==> config.mk <==
export PLATFORM = sky130hd
export DESIGN_NAME = isc_slave_ctrl
export DESIGN_NICKNAME = d
export VERILOG_FILES = /design/src/pkg/isc_pkg.sv /design/src/pkg/isc_line_if.sv /design/src/isc_line_cond.sv /design/src/isc_slave_ctrl.sv
export SDC_FILE = /design/constraint.sdc
export NUM_CORES = 1
export LEC_CHECK = 0
export BUFFER_PORTS_ARGS = -buffer_cell sky130_fd_sc_hd__buf_2
export CORE_AREA = 2 2 59 72
export DETAILED_ROUTE_END_ITERATION = 12
export DIE_AREA = 0 0 61 74
export GPL_TIMING_DRIVEN = 0
export HOLD_SLACK_MARGIN = 0.06
export PLACE_DENSITY = 0.83
export SLEW_MARGIN = 20
export SYNTH_ARGS = -nofsm -noshare
export SYNTH_HDL_FRONTEND = slang
export SYNTH_HIERARCHICAL = 1
export SYNTH_SLANG_ARGS = --single-unit
==> constraint.sdc <==
create_clock -name clk -period 2.1 [get_ports clk]
set_input_delay 0 -clock clk [delete_from_list [all_inputs] [get_ports clk]]
set_output_delay 0 -clock clk [all_outputs]
set_load 0.05 [all_outputs]
==> src/pkg/isc_pkg.sv <==
// Purpose: Shared constants and types for the I2C slave control block
// Assumes: Single 200 MHz system clock, synchronous active-low reset
// Notes: No software registers; control bits arrive as plain inputs
package isc_pkg;
  localparam int ADDR_WIDTH = 7;
  localparam int BYTE_BITS = 8;
  localparam logic [2:0] LAST_BIT_IDX = 3'h7;
  localparam logic [2:0] BIT_CNT_RESET = 3'h0;
  localparam logic [7:0] SHIFT_RESET = 8'h00;
  localparam logic [1:0] SYNC_RESET = 2'h3;
  localparam logic [6:0] SLAVE_ADDR_DEFAULT = 7'h2a;

  typedef enum logic [2:0] {
    ISC_IDLE = 3'b000,
    ISC_ADDR = 3'b001,
    ISC_ADDR_ACK = 3'b010,
    ISC_RX = 3'b011,
    ISC_RX_ACK = 3'b100,
    ISC_TX = 3'b101,
    ISC_TX_ACK = 3'b110
  } isc_state_type;
endpackage : isc_pkg

==> src/pkg/isc_line_if.sv <==
// Purpose: Carries synchronised bus levels and detected events
// Assumes: All signals on clk, one-cycle event pulses
// Notes: Driven by the line conditioner, read by the control core
`timescale 1ns/1ps
interface isc_line_if;
  logic sclLevel;
  logic sdaLevel;
  logic sclRise;
  logic sclFall;
  logic startSeen;
  logic stopSeen;
  modport cond (output sclLevel, sdaLevel, sclRise, sclFall, startSeen, stopSeen);
  modport core (input sclLevel, sdaLevel, sclRise, sclFall, startSeen, stopSeen);
endinterface : isc_line_if

==> src/isc_line_cond.sv <==
// Purpose: Synchronise SCL and SDA pins and detect edges, start and stop
// Assumes: Pins are asynchronous to clk
// Notes: Events are one-cycle pulses, delayed two clocks from the pin
`timescale 1ns/1ps
module isc_line_cond (
  input wire logic clk,
  input wire logic reset_n,
  input wire logic clkEn,
  input wire logic sclPin,
  input wire logic sdaPin,
  isc_line_if.cond line
);
  logic [1:0] sclSync;
  logic [1:0] sdaSync;
  logic sclLast;
  logic sdaLast;

  // First stage feeds only the second stage
  always_ff @(posedge clk) begin
    if (!reset_n) begin
      sclSync <= isc_pkg::SYNC_RESET;
      sdaSync <= isc_pkg::SYNC_RESET;
    end else if (clkEn) begin
      sclSync <= {sclSync[0], sclPin};
      sdaSync <= {sdaSync[0], sdaPin};
    end
  end

  always_ff @(posedge clk) begin
    if (!reset_n) begin
      sclLast <= 1'b1;
      sdaLast <= 1'b1;
    end else if (clkEn) begin
      sclLast <= sclSync[1];
      sdaLast <= sdaSync[1];
    end
  end

  assign line.sclLevel = sclSync[1];
  assign line.sdaLevel = sdaSync[1];
  assign line.sclRise = sclSync[1] & ~sclLast;
  assign line.sclFall = ~sclSync[1] & sclLast;
  // SDA moving while SCL stays high marks start or stop
  assign line.startSeen = sclSync[1] & sclLast & sdaLast & ~sdaSync[1];
  assign line.stopSeen = sclSync[1] & sclLast & ~sdaLast & sdaSync[1];
endmodule : isc_line_cond

==> src/isc_slave_ctrl.sv <==
// Purpose: I2C slave byte engine honouring stop-irq, forced nack and early tx control bits
// Assumes: External master drives SCL; SDA is open drain, sdaOut always low
// Notes: Control bits are plain level inputs written elsewhere by software
// Function
// - A stop condition raises the stop interrupt only while its enable is set.
// - With forced not-ack set the slave answers the next byte with a not-ack.
// - With forced not-ack clear the slave decides the acknowledge itself.
// - With early-tx set the tx request fires just after SCL rises on the read bit.
// - With early-tx clear the tx request fires just after SCL falls on the read bit.
`timescale 1ns/1ps
module isc_slave_ctrl #(
  parameter logic [6:0] SLAVE_ADDR = isc_pkg::SLAVE_ADDR_DEFAULT
) (
  input wire logic clk,
  input wire logic reset_n,
  input wire logic clkEn,
  input wire logic sclPin,
  input wire logic sdaPin,
  output logic sdaOut,
  output logic sdaOe,
  input wire logic stop_detect_irq_enable,
  input wire logic force_not_ack_next_byte,
  input wire logic early_tx_request_select,
  input wire logic reservedCtrlBit,
  input wire logic rxBufferFull,
  input wire logic [7:0] txData,
  output logic [7:0] rxData,
  output logic rxValid,
  output logic stopIrq,
  output logic txRequestIrq,
  output logic busActive
);
  isc_line_if line ();
  isc_pkg::isc_state_type state;
  logic [2:0] bitCnt;
  logic [7:0] shift;
  logic byteDone;
  logic rwBit;
  logic addrHit;

  isc_line_cond u_cond (
    .clk(clk),
    .reset_n(reset_n),
    .clkEn(clkEn),
    .sclPin(sclPin),
    .sdaPin(sdaPin),
    .line(line.cond)
  );

  // Hardware view of the acknowledge, before any forced not-ack
  function automatic logic hw_ack(input logic isAddr, input logic hit, input logic full);
    hw_ack = isAddr ? hit : ~full;
  endfunction : hw_ack

  // Level input only: forcing persists as long as software holds it
  function automatic logic final_ack(input logic hwDecision, input logic forceNack);
    final_ack = hwDecision & ~forceNack;
  endfunction : final_ack

  // Reserved bit deliberately unused
  logic unusedReserved;
  assign unusedReserved = reservedCtrlBit;
  assign sdaOut = 1'b0;

  wire lastRise = line.sclRise && (bitCnt == isc_pkg::LAST_BIT_IDX);
  wire addrMatch = (shift[6:0] == SLAVE_ADDR);

  always_ff @(posedge clk) begin
    if (!reset_n) begin
      state <= isc_pkg::ISC_IDLE;
      bitCnt <= isc_pkg::BIT_CNT_RESET;
      shift <= isc_pkg::SHIFT_RESET;
      byteDone <= 1'b0;
      rwBit <= 1'b0;
      addrHit <= 1'b0;
      sdaOe <= 1'b0;
    end else if (clkEn) begin
      if (line.stopSeen) begin
        state <= isc_pkg::ISC_IDLE;
        sdaOe <= 1'b0;
      end else if (line.startSeen) begin
        // Repeated start restarts address phase mid-transfer
        state <= isc_pkg::ISC_ADDR;
        bitCnt <= isc_pkg::BIT_CNT_RESET;
        byteDone <= 1'b0;
        sdaOe <= 1'b0;
      end else begin
        unique case (state)
          isc_pkg::ISC_IDLE: begin
            sdaOe <= 1'b0;
          end
          isc_pkg::ISC_ADDR, isc_pkg::ISC_RX: begin
            if (line.sclRise) begin
              shift <= {shift[6:0], line.sdaLevel};
              bitCnt <= bitCnt + 3'h1;
              if (lastRise) begin
                byteDone <= 1'b1;
                if (state == isc_pkg::ISC_ADDR) begin
                  rwBit <= line.sdaLevel;
                  addrHit <= addrMatch;
                end
              end
            end else if (line.sclFall && byteDone) begin
              byteDone <= 1'b0;
              if (state == isc_pkg::ISC_ADDR) begin
                if (addrHit) begin
                  state <= isc_pkg::ISC_ADDR_ACK;
                  sdaOe <= final_ack(hw_ack(1'b1, addrHit, rxBufferFull),
                                     force_not_ack_next_byte);
                end else begin
                  state <= isc_pkg::ISC_IDLE;
                end
              end else begin
                state <= isc_pkg::ISC_RX_ACK;
                sdaOe <= final_ack(hw_ack(1'b0, addrHit, rxBufferFull),
                                   force_not_ack_next_byte);
              end
            end
          end
          isc_pkg::ISC_ADDR_ACK, isc_pkg::ISC_RX_ACK: begin
            if (line.sclFall) begin
              bitCnt <= isc_pkg::BIT_CNT_RESET;
              if (!sdaOe) begin
                // Not-acknowledged: stay off the bus until stop or start
                state <= isc_pkg::ISC_IDLE;
                sdaOe <= 1'b0;
              end else if (state == isc_pkg::ISC_ADDR_ACK && rwBit) begin
                state <= isc_pkg::ISC_TX;
                shift <= txData;
                sdaOe <= ~txData[7];
              end else begin
                state <= isc_pkg::ISC_RX;
                sdaOe <= 1'b0;
              end
            end
          end
          isc_pkg::ISC_TX: begin
            if (line.sclRise) begin
              bitCnt <= bitCnt + 3'h1;
              byteDone <= (bitCnt == isc_pkg::LAST_BIT_IDX);
            end else if (line.sclFall) begin
              if (byteDone) begin
                byteDone <= 1'b0;
                state <= isc_pkg::ISC_TX_ACK;
                sdaOe <= 1'b0;
              end else begin
                shift <= {shift[6:0], 1'b0};
                sdaOe <= ~shift[6];
              end
            end
          end
          isc_pkg::ISC_TX_ACK: begin
            if (line.sclRise) begin
              // Master not-ack ends the read
              rwBit <= ~line.sdaLevel;
            end else if (line.sclFall) begin
              bitCnt <= isc_pkg::BIT_CNT_RESET;
              if (rwBit) begin
                state <= isc_pkg::ISC_TX;
                shift <= txData;
                sdaOe <= ~txData[7];
              end else begin
                state <= isc_pkg::ISC_IDLE;
                sdaOe <= 1'b0;
              end
            end
          end
          default: begin
            state <= isc_pkg::ISC_IDLE;
            sdaOe <= 1'b0;
          end
        endcase
      end
    end
  end

  // Received byte handed out as it is acknowledged; rxValid stays low when it is refused
  always_ff @(posedge clk) begin
    if (!reset_n) begin
      rxData <= isc_pkg::SHIFT_RESET;
      rxValid <= 1'b0;
    end else if (clkEn) begin
      rxValid <= 1'b0;
      if (state == isc_pkg::ISC_RX && line.sclFall && byteDone && !line.stopSeen
          && !line.startSeen) begin
        rxData <= shift;
        rxValid <= final_ack(~rxBufferFull, force_not_ack_next_byte);
      end
    end
  end

  always_ff @(posedge clk) begin
    if (!reset_n) begin
      stopIrq <= 1'b0;
    end else if (clkEn) begin
      stopIrq <= line.stopSeen & stop_detect_irq_enable;
    end
  end

  // Read request timing: rising edge of the R/W bit, or its falling edge; later bytes on the rise of the master ack
  wire earlyFire = (state == isc_pkg::ISC_ADDR) && lastRise && line.sdaLevel
                   && addrMatch && early_tx_request_select;
  wire lateFire = (state == isc_pkg::ISC_ADDR) && line.sclFall && byteDone
                  && rwBit && addrHit && !early_tx_request_select;
  wire nextFire = (state == isc_pkg::ISC_TX_ACK) && line.sclRise && !line.sdaLevel;

  always_ff @(posedge clk) begin
    if (!reset_n) begin
      txRequestIrq <= 1'b0;
    end else if (clkEn) begin
      txRequestIrq <= (earlyFire | lateFire | nextFire) & ~line.stopSeen
                      & ~line.startSeen;
    end
  end

  always_ff @(posedge clk) begin
    if (!reset_n) begin
      busActive <= 1'b0;
    end else if (clkEn) begin
      if (line.stopSeen) begin
        busActive <= 1'b0;
      end else if (line.startSeen) begin
        busActive <= 1'b1;
      end
    end
  end

  property p_stop_irq;
    @(posedge clk) disable iff (!reset_n)
      clkEn && line.stopSeen |=> stopIrq == $past(stop_detect_irq_enable);
  endproperty
  a_stop_irq_gate: assert property (p_stop_irq) else $error("stop irq gating wrong");

  a_forced_nack: assert property (@(posedge clk) disable iff (!reset_n)
    clkEn && state == isc_pkg::ISC_RX && line.sclFall && byteDone && force_not_ack_next_byte
    && !line.stopSeen && !line.startSeen |=> state == isc_pkg::ISC_RX_ACK && !sdaOe)
    else $error("forced nack not driven");

  a_hw_ack: assert property (@(posedge clk) disable iff (!reset_n)
    clkEn && state == isc_pkg::ISC_RX && line.sclFall && byteDone && !force_not_ack_next_byte
    && !line.stopSeen && !line.startSeen |=> sdaOe == !$past(rxBufferFull))
    else $error("hardware ack decision wrong");

  a_nack_persist: assert property (@(posedge clk) disable iff (!reset_n)
    clkEn && force_not_ack_next_byte && $past(force_not_ack_next_byte)
    && state == isc_pkg::ISC_ADDR_ACK && $past(state) == isc_pkg::ISC_ADDR |-> !sdaOe)
    else $error("forced nack dropped");

  a_early_tx_req: assert property (@(posedge clk) disable iff (!reset_n)
    clkEn && earlyFire && !line.stopSeen && !line.startSeen ##1 clkEn [*1] |-> txRequestIrq)
    else $error("early tx request missing");

  a_late_tx_req: assert property (@(posedge clk) disable iff (!reset_n)
    clkEn && state == isc_pkg::ISC_ADDR && lastRise && !early_tx_request_select
    |=> !txRequestIrq)
    else $error("tx request fired on rising edge");

  a_late_tx_fall: assert property (@(posedge clk) disable iff (!reset_n)
    clkEn && lateFire && !line.stopSeen && !line.startSeen |=> txRequestIrq)
    else $error("late tx request missing");

  c_read_addr: cover property (@(posedge clk) disable iff (!reset_n)
    state == isc_pkg::ISC_ADDR_ACK ##[1:1000] state == isc_pkg::ISC_TX);
  c_forced_nack: cover property (@(posedge clk) disable iff (!reset_n)
    state == isc_pkg::ISC_RX_ACK && !sdaOe);
  c_stop_irq: cover property (@(posedge clk) disable iff (!reset_n) stopIrq);
endmodule : isc_slave_ctrl

==> impl_summary.log, run 1 <==
INFO  metric timing.critical_path.fanout_max = 11
INFO  metric asyncSetResetFlopFracSynth = 0%
INFO  metric clock_tree_from_tritoncts = yes
INFO  metric yosys_most_used_dff = dfxtp_1
INFO  metric cellPowerDensity = 533 nW/um^2
INFO  metric post-dp-hpwl = 3.88 mm
INFO  metric htreeDepth = 2
INFO  metric dr.first_iter.drc_count = 110
INFO  metric synth-edff-count = 0
INFO  metric chipHeight = 74 um
INFO  metric crit_required = 2.29 ns
INFO  metric worstSetupStartpointType = flip-flop
INFO  metric ws_path_type = reg -> reg
INFO  metric rows = 25
INFO  metric synth_area_leader_cell = dfxtp_1
INFO  metric min-delay-path-class = in -> reg
INFO  metric run_status = finished, final reports clean
INFO  metric fmax = 0.497 GHz
INFO  metric hold_depth = 3
INFO  metric dieArea = 4510 sq um
INFO  metric timing.critical_path.arrival = 2.21 ns
INFO  metric reg2reg_setup_slack = 0.09 ns
INFO  metric totalNegativeSetupSlack = 0 ns
INFO  metric static-leakage-power = 1.01 nW
INFO  metric finalCritPeriodShare = 95.9%
INFO  metric root_buffer = clkbuf_8
INFO  metric overflow = 0
INFO  metric number_of_global_route_vias_before_repair = 1855
INFO  metric grt_first_pass_wirelength = 8.76 mm
INFO  metric clk_pin_slew_worst_paths = 0.07 ns
INFO  metric vias_per_cell = 5.73
INFO  metric worst_path_max_delay_cell = dfxtp_2
INFO  metric postSynthCellCount = 249
INFO  metric ant_nets = 0
INFO  metric power.ir.vdd_worst = 0.000515 V
INFO  metric worst_setup_path_end_kind = flip-flop
INFO  metric core_area = 3850 sq um
INFO  metric synthToLayoutAreaGrowth = 18.2%
INFO  metric post_synth_num_cell_types = 51
INFO  metric finalWorstPathRequiredPeriod = 2.01 ns
INFO  metric synth_top_family_by_area = simple AND/OR/NAND/NOR gates
INFO  metric fill_cells = 367
INFO  metric initial_core_util = 53.3%
INFO  metric synth_commonest_cells = 36 x dfxtp_1, 33 x nand2_1, 21 x o21ai_0
INFO  metric clkLatencyLatePin = 0.29 ns
INFO  metric synth_adder_area_share = 1.22%
INFO  metric yosysMostFrequentCell = dfxtp_1
INFO  metric antenna_diode_count = 0
INFO  metric synth.yosys.warnings = 6
INFO  metric tightest_slew = 0.683 ns
INFO  metric design.portCount = 32
INFO  metric max-clock-path-buffers = 2
INFO  metric drv_slew = 0
INFO  metric syn_area_per_cell = 8.24 sq um
INFO  metric postSynthRegisterBits = 36
INFO  metric fin_total_pwr = 1.29 mW
INFO  metric hold_start = force_not_ack_next_byte
INFO  metric r2r_end = shift[5]
INFO  metric r2r-start = u_cond/sdaSync[1]
INFO  metric setup_viol = 0
INFO  metric finish.utilization = 63.0%
INFO  metric post_synth_instance_area = 2050 sq um
INFO  metric finalHoldViolations = 0
INFO  metric post_synth_and_or_nand_nor_area_fraction = 28.0%
INFO  metric drt_drc_violations_left = 0
INFO  metric synth-seq-area-share = 35.1%
INFO  metric min_to = rxValid
INFO  metric post_route_cells_drive_above_1_share = 19.5%
INFO  metric total_global_route_track_usage = 26.2%
INFO  metric synth_top_area_share = 35.1%
INFO  metric grt_max_degree = 12
INFO  metric portBuffers = 29
INFO  metric antenna_found_initial = 0
INFO  metric layout.nets = 312
INFO  metric layout.cells.non_filler = 346
INFO  metric clock_skew = 0.00695 ns
INFO  metric post_synthesis_xor_xnor_area_fraction = 0%
INFO  metric synth_compound_area_share = 24.7%
INFO  metric reg2regPathDepth = 7
INFO  metric ys_top_cells_by_area = dfxtp_1 35%, nand2_1 6.0%, o21ai_0 5.1%
INFO  metric detail_route.wl_per_cell = 15.6 um
INFO  metric die-width = 61 um
INFO  metric drtPass1Iterations = 4
INFO  metric seq_area = 722 sq um
INFO  metric max_stage_delay = 0.38 ns
INFO  metric crit_family = simple AND/OR/NAND/NOR gates
INFO  metric postSynthNetCount = 269
INFO  metric routed_vias = 1981
INFO  metric synthMuxAreaShare = 4.94%
INFO  metric cell_by_cell_listing_of_the_critical_path = nor3b_2 > nor3b_4 > o21ai_0 > nor4_4 > buf_6 > o21ai_2 > o211a_1
INFO  metric multi_input_combinational_cell_area = 1220 sq um
INFO  metric timing.critical_path.buf_inv = 1
INFO  metric maxCapViolCount = 0
INFO  metric max-slew-margin-rel = 54.3%
INFO  metric cts.sink_count = 36
INFO  metric route.final.wire_length = 5.38 mm
INFO  metric post_cts_buffers = 0
INFO  metric gp_congestion = 0.958
INFO  metric cts_made_buffers = 5
INFO  metric post-place-cells = 332
## power by group
part,total (mW),switching [mW],internal (mW)
Combinational,0.122,0.0662,0.0555
Sequential,0.699,0.00851,0.691
Clock,0.472,0.247,0.226
## worst max path at each step
| stage | startpoint | end | slack, ns | cells after the start |
|---|---|---|---|---|
| after floorplan | sdaOe | shift[4] | 0.17 | 6 |
| after global placement | u_cond/sdaSync[1] | shift[5] | -0.08 | 7 |
| after detailed placement | u_cond/sdaSync[1] | shift[5] | -0.12 | 7 |
| after CTS | u_cond/sdaSync[1] | shift[5] | 0.09 | 7 |
| after global routing | u_cond/sclSync[1] | state[0] | -0.005 | 7 |
| final | u_cond/sdaSync[1] | shift[5] | 0.09 | 7 |
## flip-flops by register name, indices dropped and copies added (netlist names), 2 cells and up
name            cells
state               3
shift               8
bitCnt              3
rxData              8
u_cond/sclSync      2
u_cond/sdaSync      2
## through the flow
stage | hold slack (ns) | setup slack, ns | cell area, sq um
2_1_floorplan | 0.0619 | 0.167 | 2050
3_3_place_gp | 0.214 | -0.0839 | 2260
3_5_place_dp | 0.225 | -0.119 | 2260
4_1_cts | 0.0605 | 0.0921 | 2420
5_1_grt | 0.0718 | -0.00515 | 2420
6_report | 0.0573 | 0.0861 | 2420
## per-layer routing
metal	up-vias	wire [um]	GRT usage, %
met3	12	242	5.57
met1	929	2290	32.4
met5	-	0	0
li1	982	-	-
met4	0	145	11.1
met2	58	2700	43.6
## final cells by class
class                           count  share of cell area, %
Multi-Input combinational cell    191                   50.4
Clock inverter                      1                  0.206
Timing Repair Buffer               36                   8.88
Clock buffer                        6                   2.99
Buffer                             15                   3.92
Tap cell                           54                   2.79
Inverter                            7                   1.08
Sequential cell                    36                   29.8
## worst reg2reg max path: stages, from the launching register on
cell     delay (ns)
dfxtp_2        0.38
nor3b_2        0.23
nor3b_4        0.34
o21ai_0        0.21
nor4_4         0.35
buf_6          0.21
o21ai_2        0.07
o211a_1        0.12
## what timing repair did
item / 4_1_cts / 5_1_grt
hold endpoints to repair: 8 / 0
gates resized for setup: 3 / 2
hold buffers: 7 / 0
setup endpoints to repair: 10 / 1
## cell families after synthesis
group | Yosys count
adders and majority gates | 2
AOI/OAI and AO/OA | 72
and+or+nand+nor | 106
other | 1
DFF | 36
buffers and inverters | 22
muxes | 10
## cell usage in the layout, fill, tap and decap left out, types with 6 or more instances in the layout
master,instances
a21boi_0,11
a21oi_1,10
buf_2,33
clkbuf_1,6
dfxtp_1,35
dlygate4sd3_1,7
inv_1,7
mux2i_1,8
nand2_1,33
nand2b_1,7
nand3_1,7
nor2_1,18
nor2b_1,7
nor3_1,11
o211a_1,8
o21ai_0,20
No activity file was read; power rests on OpenSTA's default activity.
==> inputs of run 2 (changes only) <==
clock period = 2.3 ns   (was 2.1 ns; I/O delays follow)
==> impl_summary.log, run 2 (synthesized netlist as in run 1, its figures left out) <==
INFO  metric cell_by_cell_listing_of_the_critical_path = nor2b_1 > buf_2 > and2_1 > a221oi_1 > o21ai_0 > nand3_1 > o41ai_1
INFO  metric detail_route.wl_per_cell = 15.5 um (-0.63%)
INFO  metric reg2reg_setup_slack = 0.15 ns (+0.06 ns)
INFO  metric route.final.wire_length = 5.35 mm (-0.63%)
INFO  metric cp_startpoint = u_cond/sclSync[1]
INFO  metric drt_drc_violations_left = 0 (unchanged)
INFO  metric static-leakage-power = 1.01 nW (about the same)
INFO  metric drv_slew = 0 (unchanged)
INFO  metric cellPowerDensity = 488 nW/um^2 (-8.6%)
INFO  metric clock_tree_from_tritoncts = yes
INFO  metric max-slew-margin-rel = 52.9% (-1.4 points)
INFO  metric rows = 25 (unchanged)
INFO  metric vias_per_cell = 5.72 (-0.15%)
INFO  metric layout.nets = 312 (unchanged)
INFO  metric grt_max_degree = 12 (unchanged)
INFO  metric routed_vias = 1978 (-0.15%)
INFO  metric power.ir.vdd_worst = 0.000470 V (-8.7%)
INFO  metric grt_first_pass_wirelength = 8.75 mm (-0.16%)
INFO  metric fin_total_pwr = 1.18 mW (-8.9%)
INFO  metric overflow = 0 (unchanged)
INFO  metric internal_power = 887 uW (-8.7%)
INFO  metric fill_cells = 362 (-1.4%)
INFO  metric share_comb_of_total_power = 9.4% (about the same)
INFO  metric hold_depth = 3 (unchanged)
INFO  metric maxCapViolCount = 0 (unchanged)
INFO  metric fmax = 0.465 GHz (-6.4%)
INFO  metric post-dp-hpwl = 3.88 mm (unchanged)
INFO  metric reg.largest.list = rxData: 8 flops, shift: 8 flops
INFO  metric totalNegativeSetupSlack = 0 ns (unchanged)
INFO  metric antenna_found_initial = 0 (unchanged)
INFO  metric r2r_end = bitCnt[0]
INFO  metric share_clk_of_total_power = 36.4% (about the same)
INFO  metric synthToLayoutAreaGrowth = 17.9%
INFO  metric chipHeight = 74 um (unchanged)
INFO  metric design.portCount = 32 (unchanged)
INFO  metric power.net_switching = 292 uW (-9.3%)
INFO  metric run_status = finished, final reports clean
INFO  metric gp_congestion = 0.958 (unchanged)
INFO  metric htreeDepth = 2 (unchanged)
INFO  metric initial_core_util = 53.3% (unchanged)
INFO  metric drtPass1Iterations = 4 (unchanged)
INFO  metric core_area = 3850 sq um (unchanged)
INFO  metric finalWorstPathRequiredPeriod = 2.15 ns (+0.137 ns)
INFO  metric cts.sink_count = 36 (unchanged)
INFO  metric clk_pin_slew_worst_paths = 0.07 ns (about the same)
INFO  metric post_route_cells_drive_above_1_share = 18.8% (-0.68 points)
INFO  metric worst_setup_path_end_kind = flip-flop
INFO  metric seq_area = 721 sq um (-0.17%)
INFO  metric worst_path_max_delay_cell = o21ai_0
INFO  metric multi_input_combinational_cell_area = 1220 sq um (-0.31%)
INFO  metric switching_part_of_the_total_power = 24.7% (-0.11 points)
INFO  metric worstSetupStartpointType = flip-flop
INFO  metric finalHoldViolations = 0 (unchanged)
INFO  metric hold_start = force_not_ack_next_byte
INFO  metric grt_setup_unrepaired = false
INFO  metric ws_path_type = reg -> reg
INFO  metric most_frequent_standard_cell_in_the_layout_excluding_fill_and_tap_cells = dfxtp_1
INFO  metric min_to = rxValid
INFO  metric dieArea = 4510 sq um (unchanged)
INFO  metric crit_required = 2.49 ns (+0.20 ns)
INFO  metric finalInstanceArea = 2420 sq um (-0.31%)
INFO  metric tightest_slew = 0.704 ns (+0.0214 ns)
INFO  metric timing.critical_path.fanout_max = 10 (-1)
INFO  metric clkLatencyLatePin = 0.29 ns (about the same)
INFO  metric clock_skew = 0.00685 ns (-0.000105 ns)
INFO  metric max-clock-path-buffers = 2 (unchanged)
INFO  metric placed_cell_area = 2260 sq um (unchanged)
INFO  metric holdWs = 0.0584 ns (+0.00104 ns)
INFO  metric antenna_diode_count = 0 (unchanged)
INFO  metric r2r-start = u_cond/sclSync[1]
INFO  metric post-place-cells = 332 (unchanged)
INFO  metric finalCritPeriodShare = 93.5% (-2.4 points)
INFO  metric ant_nets = 0 (unchanged)
INFO  metric die-width = 61 um (unchanged)
INFO  metric setup_viol = 0 (unchanged)
INFO  metric total_global_route_track_usage = 26.1% (-0.071 points)
INFO  metric max_stage_delay = 0.56 ns (+0.18 ns)
INFO  metric root_buffer = clkbuf_8
INFO  metric number_of_global_route_vias_before_repair = 1855 (unchanged)
INFO  metric mostFrequentLayoutCells = 36 x dfxtp_1, 34 x buf_2, 33 x nand2_1
INFO  metric timing.critical_path.arrival = 2.35 ns (+0.14 ns)
INFO  metric post_cts_buffers = 0 (unchanged)
INFO  metric layout.cells.non_filler = 346 (unchanged)
INFO  metric dr.first_iter.drc_count = 124 (+13%)
INFO  metric min-delay-path-class = in -> reg
INFO  metric cts_made_buffers = 5 (unchanged)
INFO  metric reg2regPathDepth = 7 (unchanged)
INFO  metric power_frac_seq = 54.2% (about the same)
INFO  metric portBuffers = 29 (unchanged)
-- run 2: what timing repair did --
action,4_1_cts,5_1_grt
resized for setup,0,1
hold buffers,7,0
hold endpoints to repair,8,0
setup endpoints to repair,0,3
-- run 2: worst max path at each step --
stage           endpoint  slack [ns]  depth (start not counted)
2_1_floorplan   shift[4]        0.37                          6
3_3_place_gp    shift[5]        0.12                          7
3_5_place_dp    shift[5]        0.08                          7
4_1_cts         shift[5]        0.08                          7
5_1_grt        bitCnt[1]       0.007                          6
6_report       bitCnt[0]        0.15                          7
-- run 2: power groups by stage --
stage                     Sequential (mW)  Clock, mW  Combinational, mW
final                               0.638      0.430              0.111
after global routing                0.639      0.459              0.121
after CTS                           0.638      0.433              0.107
after detailed placement            0.652          0             0.0978
after global placement              0.652          0             0.0970
after floorplan                     0.652          0             0.0637
-- run 2: worst max-delay path: cells and delay by family, from the launching register on --
family                 cells  cell delay (ns)
AND/OR/NAND/NOR            3             0.64
flip-flops                 1             0.40
AO/OA/AOI/OAI              3             0.76
buffers and inverters      1             0.24
-- run 2: layout make-up --
class | instances | share of cell area (%)
buffer | 15 | 3.83
clock buffer | 6 | 3.00
clock inverter | 1 | 0.207
inverter | 7 | 1.09
multi-input combinational | 191 | 50.4
sequential | 36 | 29.8
tap | 54 | 2.80
timing repair buffer | 36 | 8.90
-- run 2: routing by layer --
layer	vias up	share of wire, %	GRT usage, %
met5	-	0	0
met4	0	3.3	11.1
met3	16	4.1	5.57
met2	55	49	43.4
met1	926	43	32.4
li1	981	-	-
-- run 2: per-stage QoR --
| step | util, % | setup slack [ns] |
|---|---|---|
| 2_1_floorplan | - | 0.367 |
| 3_3_place_gp | 58.8 | 0.116 |
| 3_5_place_dp | 58.8 | 0.0808 |
| 4_1_cts | 62.7 | 0.0796 |
| 5_1_grt | 62.8 | 0.00746 |
| 6_report | 62.8 | 0.149 |
